<file path="src/ismmu_regs.vh">
// Purpose: Constants for the internal SRAM mapping units and DMA region guard.
// Assumes: Register indices are local to the block's own register port.
// Notes: Reset values are all zero, so pages start closed to processes 2 to 7 and DMA regions start closed to every DMA transfer.
`ifndef ISMMU_REGS_VH
`define ISMMU_REGS_VH

`define ISMMU_IDX_CODE_ENTRY   6'h00
`define ISMMU_IDX_DATA_ENTRY   6'h10
`define ISMMU_IDX_CODE_MODE    6'h20
`define ISMMU_IDX_DATA_MODE    6'h21
`define ISMMU_IDX_PERMIT_LOW   6'h22
`define ISMMU_IDX_PERMIT_HIGH  6'h23

`define ISMMU_RIGHTS_MSB       6
`define ISMMU_RIGHTS_LSB       4
`define ISMMU_VPAGE_MSB        3
`define ISMMU_VPAGE_LSB        0
`define ISMMU_RIGHTS_NONE      3'h0
`define ISMMU_RIGHTS_ALL       3'h1

`define ISMMU_MODE_8K          2'h0
`define ISMMU_MODE_4K          2'h1
`define ISMMU_MODE_2K          2'h2
`define ISMMU_SHIFT_8K         5'h0d
`define ISMMU_SHIFT_4K         5'h0c
`define ISMMU_SHIFT_2K         5'h0b

`define ISMMU_CODE_BASE        32'h40080000
`define ISMMU_DATA_BASE        32'h3ffc0000
`define ISMMU_REGION_BYTES     32'h00020000

`define ISMMU_DMA_BASE         32'h3ffae000
`define ISMMU_DMA_REGIONS      7'h29
`define ISMMU_DMA_SHIFT        5'h0d

`define ISMMU_ENTRY_RESET      7'h00
`define ISMMU_MODE_RESET       2'h0
`define ISMMU_PERMIT_RESET     32'h00000000

`endif

</file>
<file path="src/ismmu_top.v">
// Purpose: Internal SRAM code and data mapping units plus the DMA region guard.
// Assumes: Requesters and the register port are logic on mclk; no synchronisers are needed.
// Notes: Every answer appears registered one cycle after its request.
//
// Contract
// RULE_01 - Each mapping unit holds sixteen entries, one per physical page.
// RULE_02 - Processes 0 and 1 bypass entries, full access, identity page mapping.
// RULE_03 - Entries and page-size registers change only on writes from process 0 or 1.
// RULE_04 - Entry bits 6:4 grant none, all, or one named process 2 to 7.
// RULE_05 - Entry bits 3:0 name the virtual page redirected onto its physical page.
// RULE_06 - Processes 2 to 7 reach the physical page whose entry names and grants them.
// RULE_07 - Code-side unit serves instruction bus and refuses writes from processes 2 to 7.
// RULE_08 - Data-side unit serves data bus and allows granted reads and writes.
// RULE_09 - DMA guard keeps one permit bit per 8 KB region across two registers.
// RULE_10 - DMA decision uses only the permit bit, never the process identifier.
// RULE_11 - Set permit bit allows DMA access; cleared bit denies it.
// RULE_12 - Permit bits map regions in ascending order from the first bank base.
// RULE_13 - DMA permit registers change only on writes from process 0 or 1.
// RULE_14 - Software reloads both permit registers on every context switch.
// RULE_15 - Page size is 8, 4 or 2 KB by mode 0, 1 or 2; sixteen pages.
// RULE_16 - Page n starts at the unit base plus n times the page size.
// RULE_17 - Memory beyond the pages is open only to processes 0 and 1.
// RULE_18 - Unmapped or unpermitted accesses by processes 2 to 7 are refused.
// RULE_19 - A refused DMA transfer performs no memory access in the guarded banks.
`timescale 1ns/1ps
`default_nettype none
`include "ismmu_regs.vh"

module ismmu_top (
	// Clock and reset.
	input  wire        mclk,
	input  wire        rst_n,
	// Register port.
	input  wire        reg_we,
	input  wire        reg_re,
	input  wire [5:0]  reg_idx,
	input  wire [31:0] reg_wdata,
	input  wire [2:0]  reg_pid,
	output reg  [31:0] reg_rdata_q,
	output reg         reg_refused_q,
	// Instruction bus request and answer.
	input  wire        ibus_valid,
	input  wire [31:0] ibus_addr,
	input  wire        ibus_write,
	input  wire [2:0]  ibus_pid,
	output wire        ibus_rsp_valid,
	output wire        ibus_hit,
	output wire        ibus_grant,
	output wire [31:0] ibus_phys_addr,
	// Data bus request and answer.
	input  wire        dbus_valid,
	input  wire [31:0] dbus_addr,
	input  wire        dbus_write,
	input  wire [2:0]  dbus_pid,
	output wire        dbus_rsp_valid,
	output wire        dbus_hit,
	output wire        dbus_grant,
	output wire [31:0] dbus_phys_addr,
	// DMA request and answer.
	input  wire        dma_valid,
	input  wire [31:0] dma_addr,
	input  wire        dma_write,
	output reg         dma_rsp_valid_q,
	output reg         dma_hit_q,
	output reg         dma_grant_q,
	output reg         dma_mem_en_q,
	output reg         dma_mem_write_q,
	output reg  [31:0] dma_mem_addr_q
);

	reg  [31:0] permit_low_q;
	reg  [31:0] permit_high_q;
	reg  [31:0] rdata_d;
	wire        wr_priv;
	wire        wr_ok;
	wire        code_entry_sel;
	wire        data_entry_sel;
	wire [6:0]  code_rd_entry;
	wire [6:0]  data_rd_entry;
	wire [1:0]  code_rd_mode;
	wire [1:0]  data_rd_mode;
	wire [31:0] dma_diff;
	wire [31:0] dma_region;
	wire        dma_in;
	wire [63:0] permit_all;
	wire        dma_bit;

	localparam [5:0] CODE_ENTRY_IDX = `ISMMU_IDX_CODE_ENTRY;
	localparam [5:0] DATA_ENTRY_IDX = `ISMMU_IDX_DATA_ENTRY;

	assign wr_priv        = (reg_pid[2:1] == 2'b00);
	assign wr_ok          = reg_we && wr_priv; // RULE_03 RULE_13
	assign code_entry_sel = (reg_idx[5:4] == CODE_ENTRY_IDX[5:4]);
	assign data_entry_sel = (reg_idx[5:4] == DATA_ENTRY_IDX[5:4]);

	ismmu_map #(
		.BASE      (`ISMMU_CODE_BASE),
		.READ_ONLY (1)
	) u_code_map (
		.mclk         (mclk),
		.rst_n        (rst_n),
		.cfg_we_entry (wr_ok && code_entry_sel), // RULE_03
		.cfg_idx      (reg_idx[3:0]),
		.cfg_wdata    (reg_wdata[6:0]),
		.cfg_we_mode  (wr_ok && (reg_idx == `ISMMU_IDX_CODE_MODE)), // RULE_03
		.cfg_mode     (reg_wdata[1:0]),
		.rd_idx       (reg_idx[3:0]),
		.rd_entry     (code_rd_entry),
		.rd_mode      (code_rd_mode),
		.acc_valid    (ibus_valid), // RULE_07
		.acc_addr     (ibus_addr),
		.acc_write    (ibus_write),
		.acc_pid      (ibus_pid),
		.rsp_valid_q  (ibus_rsp_valid),
		.rsp_hit_q    (ibus_hit),
		.rsp_grant_q  (ibus_grant),
		.rsp_addr_q   (ibus_phys_addr)
	);

	ismmu_map #(
		.BASE      (`ISMMU_DATA_BASE),
		.READ_ONLY (0)
	) u_data_map (
		.mclk         (mclk),
		.rst_n        (rst_n),
		.cfg_we_entry (wr_ok && data_entry_sel), // RULE_03
		.cfg_idx      (reg_idx[3:0]),
		.cfg_wdata    (reg_wdata[6:0]),
		.cfg_we_mode  (wr_ok && (reg_idx == `ISMMU_IDX_DATA_MODE)), // RULE_03
		.cfg_mode     (reg_wdata[1:0]),
		.rd_idx       (reg_idx[3:0]),
		.rd_entry     (data_rd_entry),
		.rd_mode      (data_rd_mode),
		.acc_valid    (dbus_valid), // RULE_08
		.acc_addr     (dbus_addr),
		.acc_write    (dbus_write),
		.acc_pid      (dbus_pid),
		.rsp_valid_q  (dbus_rsp_valid),
		.rsp_hit_q    (dbus_hit),
		.rsp_grant_q  (dbus_grant),
		.rsp_addr_q   (dbus_phys_addr)
	);

	assign dma_diff   = dma_addr - `ISMMU_DMA_BASE;
	assign dma_region = dma_diff >> `ISMMU_DMA_SHIFT;
	assign dma_in     = dma_region < {25'h0, `ISMMU_DMA_REGIONS}; // RULE_09
	assign permit_all = {permit_high_q, permit_low_q}; // RULE_12
	assign dma_bit    = permit_all[dma_region[5:0]]; // RULE_10 RULE_11

	always @* begin
		rdata_d = 32'h0;
		if (code_entry_sel) begin
			rdata_d = {25'h0, code_rd_entry};
		end else if (data_entry_sel) begin
			rdata_d = {25'h0, data_rd_entry};
		end else begin
			case (reg_idx)
				`ISMMU_IDX_CODE_MODE:   rdata_d = {30'h0, code_rd_mode};
				`ISMMU_IDX_DATA_MODE:   rdata_d = {30'h0, data_rd_mode};
				`ISMMU_IDX_PERMIT_LOW:  rdata_d = permit_low_q;
				`ISMMU_IDX_PERMIT_HIGH: rdata_d = permit_high_q;
				default:                rdata_d = 32'h0;
			endcase
		end
	end

	always @(posedge mclk or negedge rst_n) begin
		if (!rst_n) begin
			permit_low_q    <= `ISMMU_PERMIT_RESET;
			permit_high_q   <= `ISMMU_PERMIT_RESET;
			reg_rdata_q     <= 32'h0;
			reg_refused_q   <= 1'b0;
			dma_rsp_valid_q <= 1'b0;
			dma_hit_q       <= 1'b0;
			dma_grant_q     <= 1'b0;
			dma_mem_en_q    <= 1'b0;
			dma_mem_write_q <= 1'b0;
			dma_mem_addr_q  <= 32'h0;
		end else begin
			if (wr_ok && (reg_idx == `ISMMU_IDX_PERMIT_LOW)) begin
				permit_low_q <= reg_wdata; // RULE_13
			end
			if (wr_ok && (reg_idx == `ISMMU_IDX_PERMIT_HIGH)) begin
				permit_high_q <= reg_wdata; // RULE_13
			end
			if (reg_re) begin
				reg_rdata_q <= rdata_d;
			end
			reg_refused_q   <= reg_we && !wr_priv; // RULE_03 RULE_13
			dma_rsp_valid_q <= dma_valid;
			dma_hit_q       <= dma_valid && dma_in;
			dma_grant_q     <= dma_valid && (!dma_in || dma_bit); // RULE_11
			dma_mem_en_q    <= dma_valid && (!dma_in || dma_bit); // RULE_19
			dma_mem_write_q <= dma_valid && dma_write && (!dma_in || dma_bit); // RULE_19
			if (dma_valid) begin
				dma_mem_addr_q <= dma_addr;
			end
		end
	end

endmodule
`default_nettype wire

</file>
<file path="src/ismmu_map.v">
// Purpose: One internal SRAM mapping unit with sixteen per-physical-page entries.
// Assumes: Write permission by process identifier is checked by the instantiating module.
// Notes: Answer is registered one cycle after the request.
`timescale 1ns/1ps
`default_nettype none
`include "ismmu_regs.vh"

module ismmu_map #(
	parameter [31:0] BASE      = `ISMMU_CODE_BASE,
	parameter        READ_ONLY = 1
) (
	// Clock and reset.
	input  wire        mclk,
	input  wire        rst_n,
	// Configuration writes and reads.
	input  wire        cfg_we_entry,
	input  wire [3:0]  cfg_idx,
	input  wire [6:0]  cfg_wdata,
	input  wire        cfg_we_mode,
	input  wire [1:0]  cfg_mode,
	input  wire [3:0]  rd_idx,
	output wire [6:0]  rd_entry,
	output wire [1:0]  rd_mode,
	// Access request.
	input  wire        acc_valid,
	input  wire [31:0] acc_addr,
	input  wire        acc_write,
	input  wire [2:0]  acc_pid,
	// Access answer.
	output reg         rsp_valid_q,
	output reg         rsp_hit_q,
	output reg         rsp_grant_q,
	output reg  [31:0] rsp_addr_q
);

	reg  [6:0]  entry_q [0:15];
	reg  [1:0]  mode_q;
	reg  [4:0]  shift;
	reg         found;
	reg  [3:0]  ppage;
	reg         grant_d;
	reg  [31:0] addr_d;
	wire [31:0] diff;
	wire [31:0] pg;
	wire [31:0] mask;
	wire        in_rgn;
	wire        in_pages;
	wire        priv;
	integer     i;
	integer     j;

	assign diff     = acc_addr - BASE;
	assign in_rgn   = diff < `ISMMU_REGION_BYTES;
	assign pg       = diff >> shift;
	assign in_pages = (pg[31:4] == 28'h0);
	assign mask     = (32'h1 << shift) - 32'h1;
	assign priv     = (acc_pid[2:1] == 2'b00);
	assign rd_entry = entry_q[rd_idx];
	assign rd_mode  = mode_q;

	always @* begin
		case (mode_q) // RULE_15
			`ISMMU_MODE_4K: shift = `ISMMU_SHIFT_4K;
			`ISMMU_MODE_2K: shift = `ISMMU_SHIFT_2K;
			default:        shift = `ISMMU_SHIFT_8K;
		endcase
	end

	always @* begin
		found = 1'b0;
		ppage = 4'h0;
		for (i = 15; i >= 0; i = i - 1) begin
			if ((entry_q[i][`ISMMU_VPAGE_MSB:`ISMMU_VPAGE_LSB] == pg[3:0]) &&
			    ((entry_q[i][`ISMMU_RIGHTS_MSB:`ISMMU_RIGHTS_LSB] == `ISMMU_RIGHTS_ALL) ||
			     (entry_q[i][`ISMMU_RIGHTS_MSB:`ISMMU_RIGHTS_LSB] == acc_pid))) begin // RULE_04 RULE_06
				found = 1'b1;
				ppage = i[3:0];
			end
		end
	end

	always @* begin
		grant_d = 1'b0;
		addr_d  = acc_addr;
		if (in_rgn) begin
			if (priv) begin
				grant_d = 1'b1; // RULE_02
				addr_d  = acc_addr;
			end else if (in_pages && found && !(READ_ONLY && acc_write)) begin // RULE_07 RULE_08 RULE_17 RULE_18
				grant_d = 1'b1;
				addr_d  = BASE + ((({28'h0, ppage}) << shift) | (diff & mask)); // RULE_05 RULE_06 RULE_16
			end
		end
	end

	always @(posedge mclk or negedge rst_n) begin
		if (!rst_n) begin
			for (j = 0; j < 16; j = j + 1) begin
				entry_q[j] <= `ISMMU_ENTRY_RESET;
			end
			mode_q      <= `ISMMU_MODE_RESET;
			rsp_valid_q <= 1'b0;
			rsp_hit_q   <= 1'b0;
			rsp_grant_q <= 1'b0;
			rsp_addr_q  <= 32'h0;
		end else begin
			if (cfg_we_entry) begin
				entry_q[cfg_idx] <= cfg_wdata; // RULE_01
			end
			if (cfg_we_mode) begin
				mode_q <= cfg_mode;
			end
			rsp_valid_q <= acc_valid;
			rsp_hit_q   <= acc_valid && in_rgn;
			rsp_grant_q <= acc_valid && in_rgn && grant_d;
			if (acc_valid) begin
				rsp_addr_q <= addr_d;
			end
		end
	end

endmodule
`default_nettype wire

</file>
<file path="config.mk">
export PLATFORM = sky130hd
export DESIGN_NAME = ismmu_top
export DESIGN_NICKNAME = d
export VERILOG_FILES = /design/src/ismmu_top.v /design/src/ismmu_map.v
export VERILOG_INCLUDE_DIRS = /design/src
export SDC_FILE = /design/constraint.sdc
export NUM_CORES = 1
export LEC_CHECK = 0
export ABC_AREA = 1
export BUFFER_PORTS_ARGS = -buffer_cell sky130_fd_sc_hd__buf_2
export CELL_PAD_IN_SITES_DETAIL_PLACEMENT = 1
export CELL_PAD_IN_SITES_GLOBAL_PLACEMENT = 2
export CORE_ASPECT_RATIO = 1.2
export CORE_MARGIN = 5
export CORE_UTILIZATION = 37
export CTS_CLUSTER_SIZE = 12
export DETAILED_ROUTE_END_ITERATION = 8
export MAX_ROUTING_LAYER = met4
export PLACE_DENSITY_LB_ADDON = 0.12
export SYNTH_ARGS = -nofsm -noshare
export SYNTH_HDL_FRONTEND = slang
export SYNTH_SLANG_ARGS = --single-unit
</file>
<file path="constraint.sdc">
create_clock -name mclk -period 4.28 [get_ports mclk]
set_clock_uncertainty 0.05 [all_clocks]
set_input_delay 0.428 -clock mclk [delete_from_list [all_inputs] [get_ports mclk]]
set_output_delay 0.428 -clock mclk [all_outputs]
set_load 0.1 [all_outputs]
</file>
==> results_dict.tcl, run 1 <==
set metrics [dict create \
    ir_drop_uv 270 \
    pin_count 293 \
    drt-initial-drc-count 1263 \
    timing.reg2reg.setup_slack_ps 440 \
    syn-num-nets 3236 \
    synthArstFlopShare_pct 100 \
    start_util_pct 37.3 \
    slew_violations 0 \
    yosysMostFrequentCell "nand2_1" \
    routedWlPerCell_um 21.6 \
    cts-root-buf "clkbuf_16" \
    path_class "reg2reg" \
    hold_viol 0 \
    num_vias 22615 \
    dieWidth_um 243 \
    r2r_cells 21 \
    whs_ps 28.6 \
    intPower_mw 7.57 \
    cts_buffers 50 \
    cts_tree "built" \
    status "complete, no violations" \
    seqPwrFrac_pct 39.9 \
    synth_cell_types 69 \
    max_stage_delay_ps 410 \
    cp-end-kind "flip-flop" \
    grt_util_all_layers_pct 26.1 \
    tns_ps 0 \
    grt_setup_unrepaired "false" \
    grt_pass1_vias 24270 \
    p_sw_mw 3.65 \
    synth_top_area_cell "dfrtp_1" \
    final.fill_count 7845 \
    area_delta_synth_final_pct 18.4 \
    die_area_sq_um 70100 \
    p_clk_share_pct 41.1 \
    sw_frac_of_total_pct 32.5 \
    routed_wl_mm 91.1 \
    ant_nets 0 \
    synth_warnings 0 \
    power_density_nw_per_um2 395 \
    slowest_stage "dfrtp_1" \
    vias_per_cell 5.37 \
    postCtsSetupBuffers 0 \
    hold_depth 3 \
    cp.arrival_ps 4260 \
    path_cells "inv_1 -> ha_1 -> inv_2 -> nand2_1 -> nand3_1 -> nand2_4 -> inv_1 -> nor2_1 -> o21ai_1 -> nor3_1 -> nor2_1 -> nand2_1 -> nor2_1 -> nand2_2 -> nand4_4 -> nor2_4 -> inv_2 -> nor2_2 -> nand2_1 -> o211ai_1 -> nand2_1" \
    worst_setup_path_start_kind "flip-flop" \
    synth_flop_cell "dfrtp_1" \
    cap_violations 0 \
    setup_violations 0 \
    synth-edff-count 0 \
    p_leak_nw 13.3 \
    grt_max_degree 93 \
    synth.top_cells.by_count "nand2_1 (898), dfrtp_1 (431), o21ai_0 (391), inv_1 (255), nand3_1 (163)" \
    nets 3502 \
    ys_seq_area_share_pct 44.9 \
    max_freq_mhz 260 \
    grt_overflow 0 \
    io_buffers 290 \
    hold_path_class "in2reg" \
    antenna_found_initial 5 \
    gp_congestion 0.892 \
    grt_pass1_wl_mm 141 \
    drive_above_1_share_pct 14.9 \
    cts.sinks 431 \
    fin_area_sq_um 28400 \
    yosys_register_bits 431 \
    period_share_pct 89.7 \
    die_height_um 289 \
    final_cells 4213 \
    worst_slack_ps 441 \
    relSlewSlack_pct 21.3 \
    cp_max_fo 18 \
    p_comb_share_pct 19.0 \
    drt_first_pass_iters 5 \
    htree_levels 2 \
    clock_latency_ps 610 \
    dp.cells 4070 \
    critical_path_required_ps 4700 \
    hpwl_mm 63.8 \
    path_clk_slew_ps 60 \
    placed_cell_area_sq_um 26200 \
    core_area_sq_um 64400 \
    fin_crit_ps 3840 \
    drc 0 \
    worst_pin_slew_ps 1180 \
    rows 102 \
    cts_buffer_depth 3 \
    syn-cell-area_sq_um 24000 \
    synth_top_area_share_pct 44.9 \
    synth_cells 3070 \
    netlist_top_cells_area "dfrtp_1 (45%), nand2_1 (14%), o21ai_0 (8.2%)" \
    cp_common_cell "nand2_1" \
    synth_area_per_cell_sq_um 7.82 \
    post-place-ws_ps 416 \
]
stage by stage:
stage	utilization (%)	power, mW
floorplan	-	5.97
CTS	44.1	11.4
detailed placement	40.7	6.65
global route	44.1	11.7
finish	44.1	11.2
global placement	40.7	6.60
placed cells by master (no fill, tap or decap), drive strengths merged, types with 2 or more instances in the layout:
| master | n |
|---|---|
| nand4 | 35 |
| a2111oi | 2 |
| conb | 2 |
| bufinv | 7 |
| clkinv | 15 |
| buf | 337 |
| xnor2 | 118 |
| nor3b | 3 |
| nand3 | 175 |
| nor4b | 2 |
| o311ai | 2 |
| clkbuf | 68 |
| and3 | 2 |
| dlygate4sd3 | 46 |
| o22ai | 31 |
| o211ai | 18 |
| a22oi | 47 |
| a41oi | 3 |
| a31oi | 17 |
| nor3 | 24 |
| nor2 | 130 |
| o21a | 4 |
| clkinvlp | 3 |
| nor4 | 11 |
| xor2 | 85 |
| a22o | 17 |
| o2111ai | 2 |
| o221ai | 16 |
| or2 | 7 |
| dfrtp | 431 |
| nand2 | 908 |
| a21oi | 64 |
| o21ai | 408 |
| diode | 5 |
| inv | 274 |
| a221oi | 7 |
| a21boi | 2 |
| o31ai | 28 |
| ha | 13 |
flip-flops by register name, summed over array words and instances, names as in the netlist, 2 cells and up:
register / flops
u_code_map.entry_q: 112
permit_high_q: 32
u_data_map.rd_mode: 2
permit_low_q: 32
u_code_map.rsp_addr_q: 32
dma_mem_addr_q: 32
u_code_map.rd_mode: 2
u_data_map.rsp_addr_q: 32
u_data_map.entry_q: 112
reg_rdata_q: 32
path summary, 6_finish.rpt:
| path | from | to |
|---|---|---|
| worst min register to register | u_data_map.rsp_addr_q[6] | u_data_map.rsp_addr_q[6] |
| min in group asynchronous | rst_n | u_data_map.entry_q[64] |
| worst min-delay path | dma_addr[31] | dma_mem_addr_q[31] |
| worst max register to register | u_data_map.rd_mode[1] | u_data_map.rsp_addr_q[10] |
| worst max-delay path | u_data_map.rd_mode[1] | u_data_map.rsp_addr_q[10] |
| max in group asynchronous | rst_n | u_code_map.entry_q[26] |
final cells by class:
class	instances	area, sq um	area share (%)
inverters	275	1030	3.64
clock inverters	24	325	1.14
flip-flops and latches	431	10800	37.9
well taps	832	1040	3.66
clock buffers	68	1420	4.99
repair buffers	383	2360	8.31
diodes	5	12.5	0.0440
multi-input cells	2195	11400	40.3
per-layer routing:
metal / global-route usage (%) / share of wire (%) / up-vias / wire length, um
li1: - / - / 10639 / -
met1: 30.7 / 42 / 11322 / 37900
met2: 47.0 / 51 / 483 / 46900
met3: 3.46 / 3.8 / 171 / 3460
met4: 8.08 / 3.2 / 0 / 2940
met5: - / 0 / - / 0
kinds of logic (layout without fill, tap and decap cells):
group	after synthesis	after routing	synth area share [%]
AND/OR/NAND/NOR	1301	1301	23.2
flip-flops	431	431	44.9
multiplexers	1	1	0.0417
buffers and inverters	444	750	7.47
other	2	7	0.0313
adder cells (fa/ha/maj)	13	13	0.678
AO/OA/AOI/OAI	675	675	16.3
XOR/XNOR	203	203	7.41
power by group through the flow:
| stage | clock, mW | combinational [mW] | sequential (mW) |
|---|---|---|---|
| after floorplan | 0 | 0.821 | 5.15 |
| after global placement | 0 | 2.07 | 4.53 |
| after detailed placement | 0 | 2.11 | 4.54 |
| after CTS | 4.73 | 2.15 | 4.47 |
| after global routing | 4.88 | 2.30 | 4.50 |
| final | 4.61 | 2.14 | 4.47 |
timing repair:
item / 4_1_cts / 5_1_grt
gates resized for setup: 0 / 0
hold buffers: 46 / 0
hold endpoints to repair: 128 / 0
critical path, delay by kind of cell, from the launching register on:
family | cells | cell delay, ps
compound gates | 2 | 160
flops | 1 | 410
buf+inv | 4 | 700
fa+ha+maj | 1 | 360
simple gates | 14 | 2020
(Power assumes the default switching activity.)
==> inputs of run 2 (changes only) <==
==> constraint.sdc (replaced) <==
create_clock -name mclk -period 4.7 [get_ports mclk]
set_clock_uncertainty 0.05 [all_clocks]
set_input_delay 0.47 -clock mclk [delete_from_list [all_inputs] [get_ports mclk]]
set_output_delay 0.47 -clock mclk [all_outputs]
set_load 0.1 [all_outputs]
==> results_dict.tcl, run 2 (same netlist as run 1, synthesis figures left out) <==
set metrics [dict create \
    fin_crit_ps 4210 \
    antenna_found_initial 4 \
    critical_path_required_ps 5140 \
    nets 3458 \
    relSlewSlack_pct 20.6 \
    drive_above_1_share_pct 14.5 \
    power_density_nw_per_um2 367 \
    path_class "reg2reg" \
    worst_pin_slew_ps 1190 \
    use_met3_pct 3.53 \
    met2_usage_pct 45.9 \
    path_cells "inv_1 -> ha_1 -> inv_2 -> nand2_1 -> nand3_1 -> nand2_4 -> xor2_1 -> nand2_1 -> nor2_1 -> nand3_1 -> nand2_1 -> inv_1 -> nand2_1 -> nor2_1 -> nand2_2 -> nand4_4 -> nor2_4 -> inv_2 -> nor2_1 -> nor2_1 -> a21oi_1 -> nand2_1" \
    placed_cell_area_sq_um 26100 \
    ant_nets 0 \
    clock_latency_ps 600 \
    gp_congestion 0.868 \
    cts-root-buf "clkbuf_16" \
    io_buffers 290 \
    start_util_pct 37.3 \
    routed_wl_mm 89.5 \
    slew_violations 0 \
    grt_overflow 0 \
    hold_depth 3 \
    grt_max_degree 127 \
    hpwl_mm 63.2 \
    layout_commonest_cell "nand2_1" \
    grtUsageMet1_pct 29.8 \
    cts_tree "built" \
    max_stage_delay_ps 480 \
    tns_ps 0 \
    core_area_sq_um 64400 \
    rows 102 \
    hold_viol 0 \
    vias_per_cell 5.35 \
    cts_buffers 50 \
    drt-initial-drc-count 1163 \
    r2r_cells 22 \
    hold_path_class "in2reg" \
    cts_buffer_depth 3 \
    largestRegisters "u_code_map.entry_q x112, u_data_map.entry_q x112" \
    cp_max_fo 18 \
    grt_setup_unrepaired "false" \
    cap_violations 0 \
    status "complete, no violations" \
    pin_count 293 \
    die_area_sq_um 70100 \
    period_share_pct 89.7 \
    fin_area_sq_um 28000 \
    crit_buf_inv 4 \
    grt_pass1_wl_mm 139 \
    postCtsSetupBuffers 0 \
    cp-end-kind "flip-flop" \
    cp_num_cells 22 \
    path_clk_slew_ps 60 \
    setup_violations 0 \
    most-common-layout-cells "nand2_1 (896), dfrtp_1 (431), o21ai_0 (391)" \
    crit_family "simple AND/OR/NAND/NOR gates" \
    die_height_um 289 \
    drt_first_pass_iters 5 \
    busiest_layer "met2" \
    drc 0 \
    slowest_stage "ha_1" \
    area_delta_synth_final_pct 16.8 \
    grt_pass1_vias 23931 \
    ir_drop_uv 257 \
    num_vias 22295 \
    cp.arrival_ps 4650 \
    routedWlPerCell_um 21.5 \
    cp_common_cell "nand2_1" \
    htree_levels 2 \
    dieWidth_um 243 \
    p_leak_nw 13.1 \
    cts.sinks 431 \
    grt_util_all_layers_pct 25.5 \
    worst_setup_path_start_kind "flip-flop" \
    max_freq_mhz 237 \
]
## run 2: repair_timing
action	4_1_cts	5_1_grt
endpoints found under the hold margin	83	0
gates resized for setup	0	0
hold buffers	16	0
## run 2: cell type report
class	count	area (sq um)
multi-input cells	2195	11400
repair buffers	339	1920
fillers	7853	36400
clock inverters	18	297
inverters	275	1030
diodes	4	10.0
clock buffers	74	1510
well taps	832	1040
flip-flops and latches	431	10800
## run 2: final timing paths
path / startpoint / to / slack (ps)
max: u_data_map.rd_mode[1] / u_data_map.rsp_addr_q[12] / 490
min in group asynchronous: rst_n / u_data_map.entry_q[83] / 380
max in group asynchronous: rst_n / u_code_map.entry_q[83] / 2920
min reg2reg: dma_mem_addr_q[0] / dma_mem_addr_q[0] / 410
min: dbus_addr[5] / u_data_map.rsp_addr_q[5] / 30
max reg2reg: u_data_map.rd_mode[1] / u_data_map.rsp_addr_q[12] / 490
## run 2: routing by layer
layer,up-vias,share of wire [%]
met3,139,3.8
met4,0,3.3
li1,10538,-
met5,-,0
met1,11167,41
met2,451,52
## run 2: metrics by stage
| stage | utilization (%) | setup WS (ps) | cells | power [mW] | hold WS, ps |
|---|---|---|---|---|---|
| 2_1_floorplan | - | 1930 | 3070 | 5.44 | 124 |
| 3_3_place_gp | 40.4 | 657 | 4056 | 5.99 | 400 |
| 3_5_place_dp | 40.4 | 539 | 4056 | 6.04 | 403 |
| 4_1_cts | 43.5 | 519 | 4164 | 10.4 | 0.286 |
| 5_1_grt | 43.5 | 109 | 4168 | 10.7 | 4.47 |
| 6_report | 43.5 | 486 | 4168 | 10.3 | 32.0 |
## run 2: worst min-delay path, stage by stage
cell	delay, ps
buf_2	80
nand2_1	40
nand2_1	50
## run 2: power breakdown
part / total [mW] / switching [mW] / internal, mW / leakage (nW)
clock network: 4.32 / 1.67 / 2.65 / 0.887
registers: 4.08 / 0.164 / 3.91 / 5.77
logic: 1.90 / 1.45 / 0.449 / 6.45
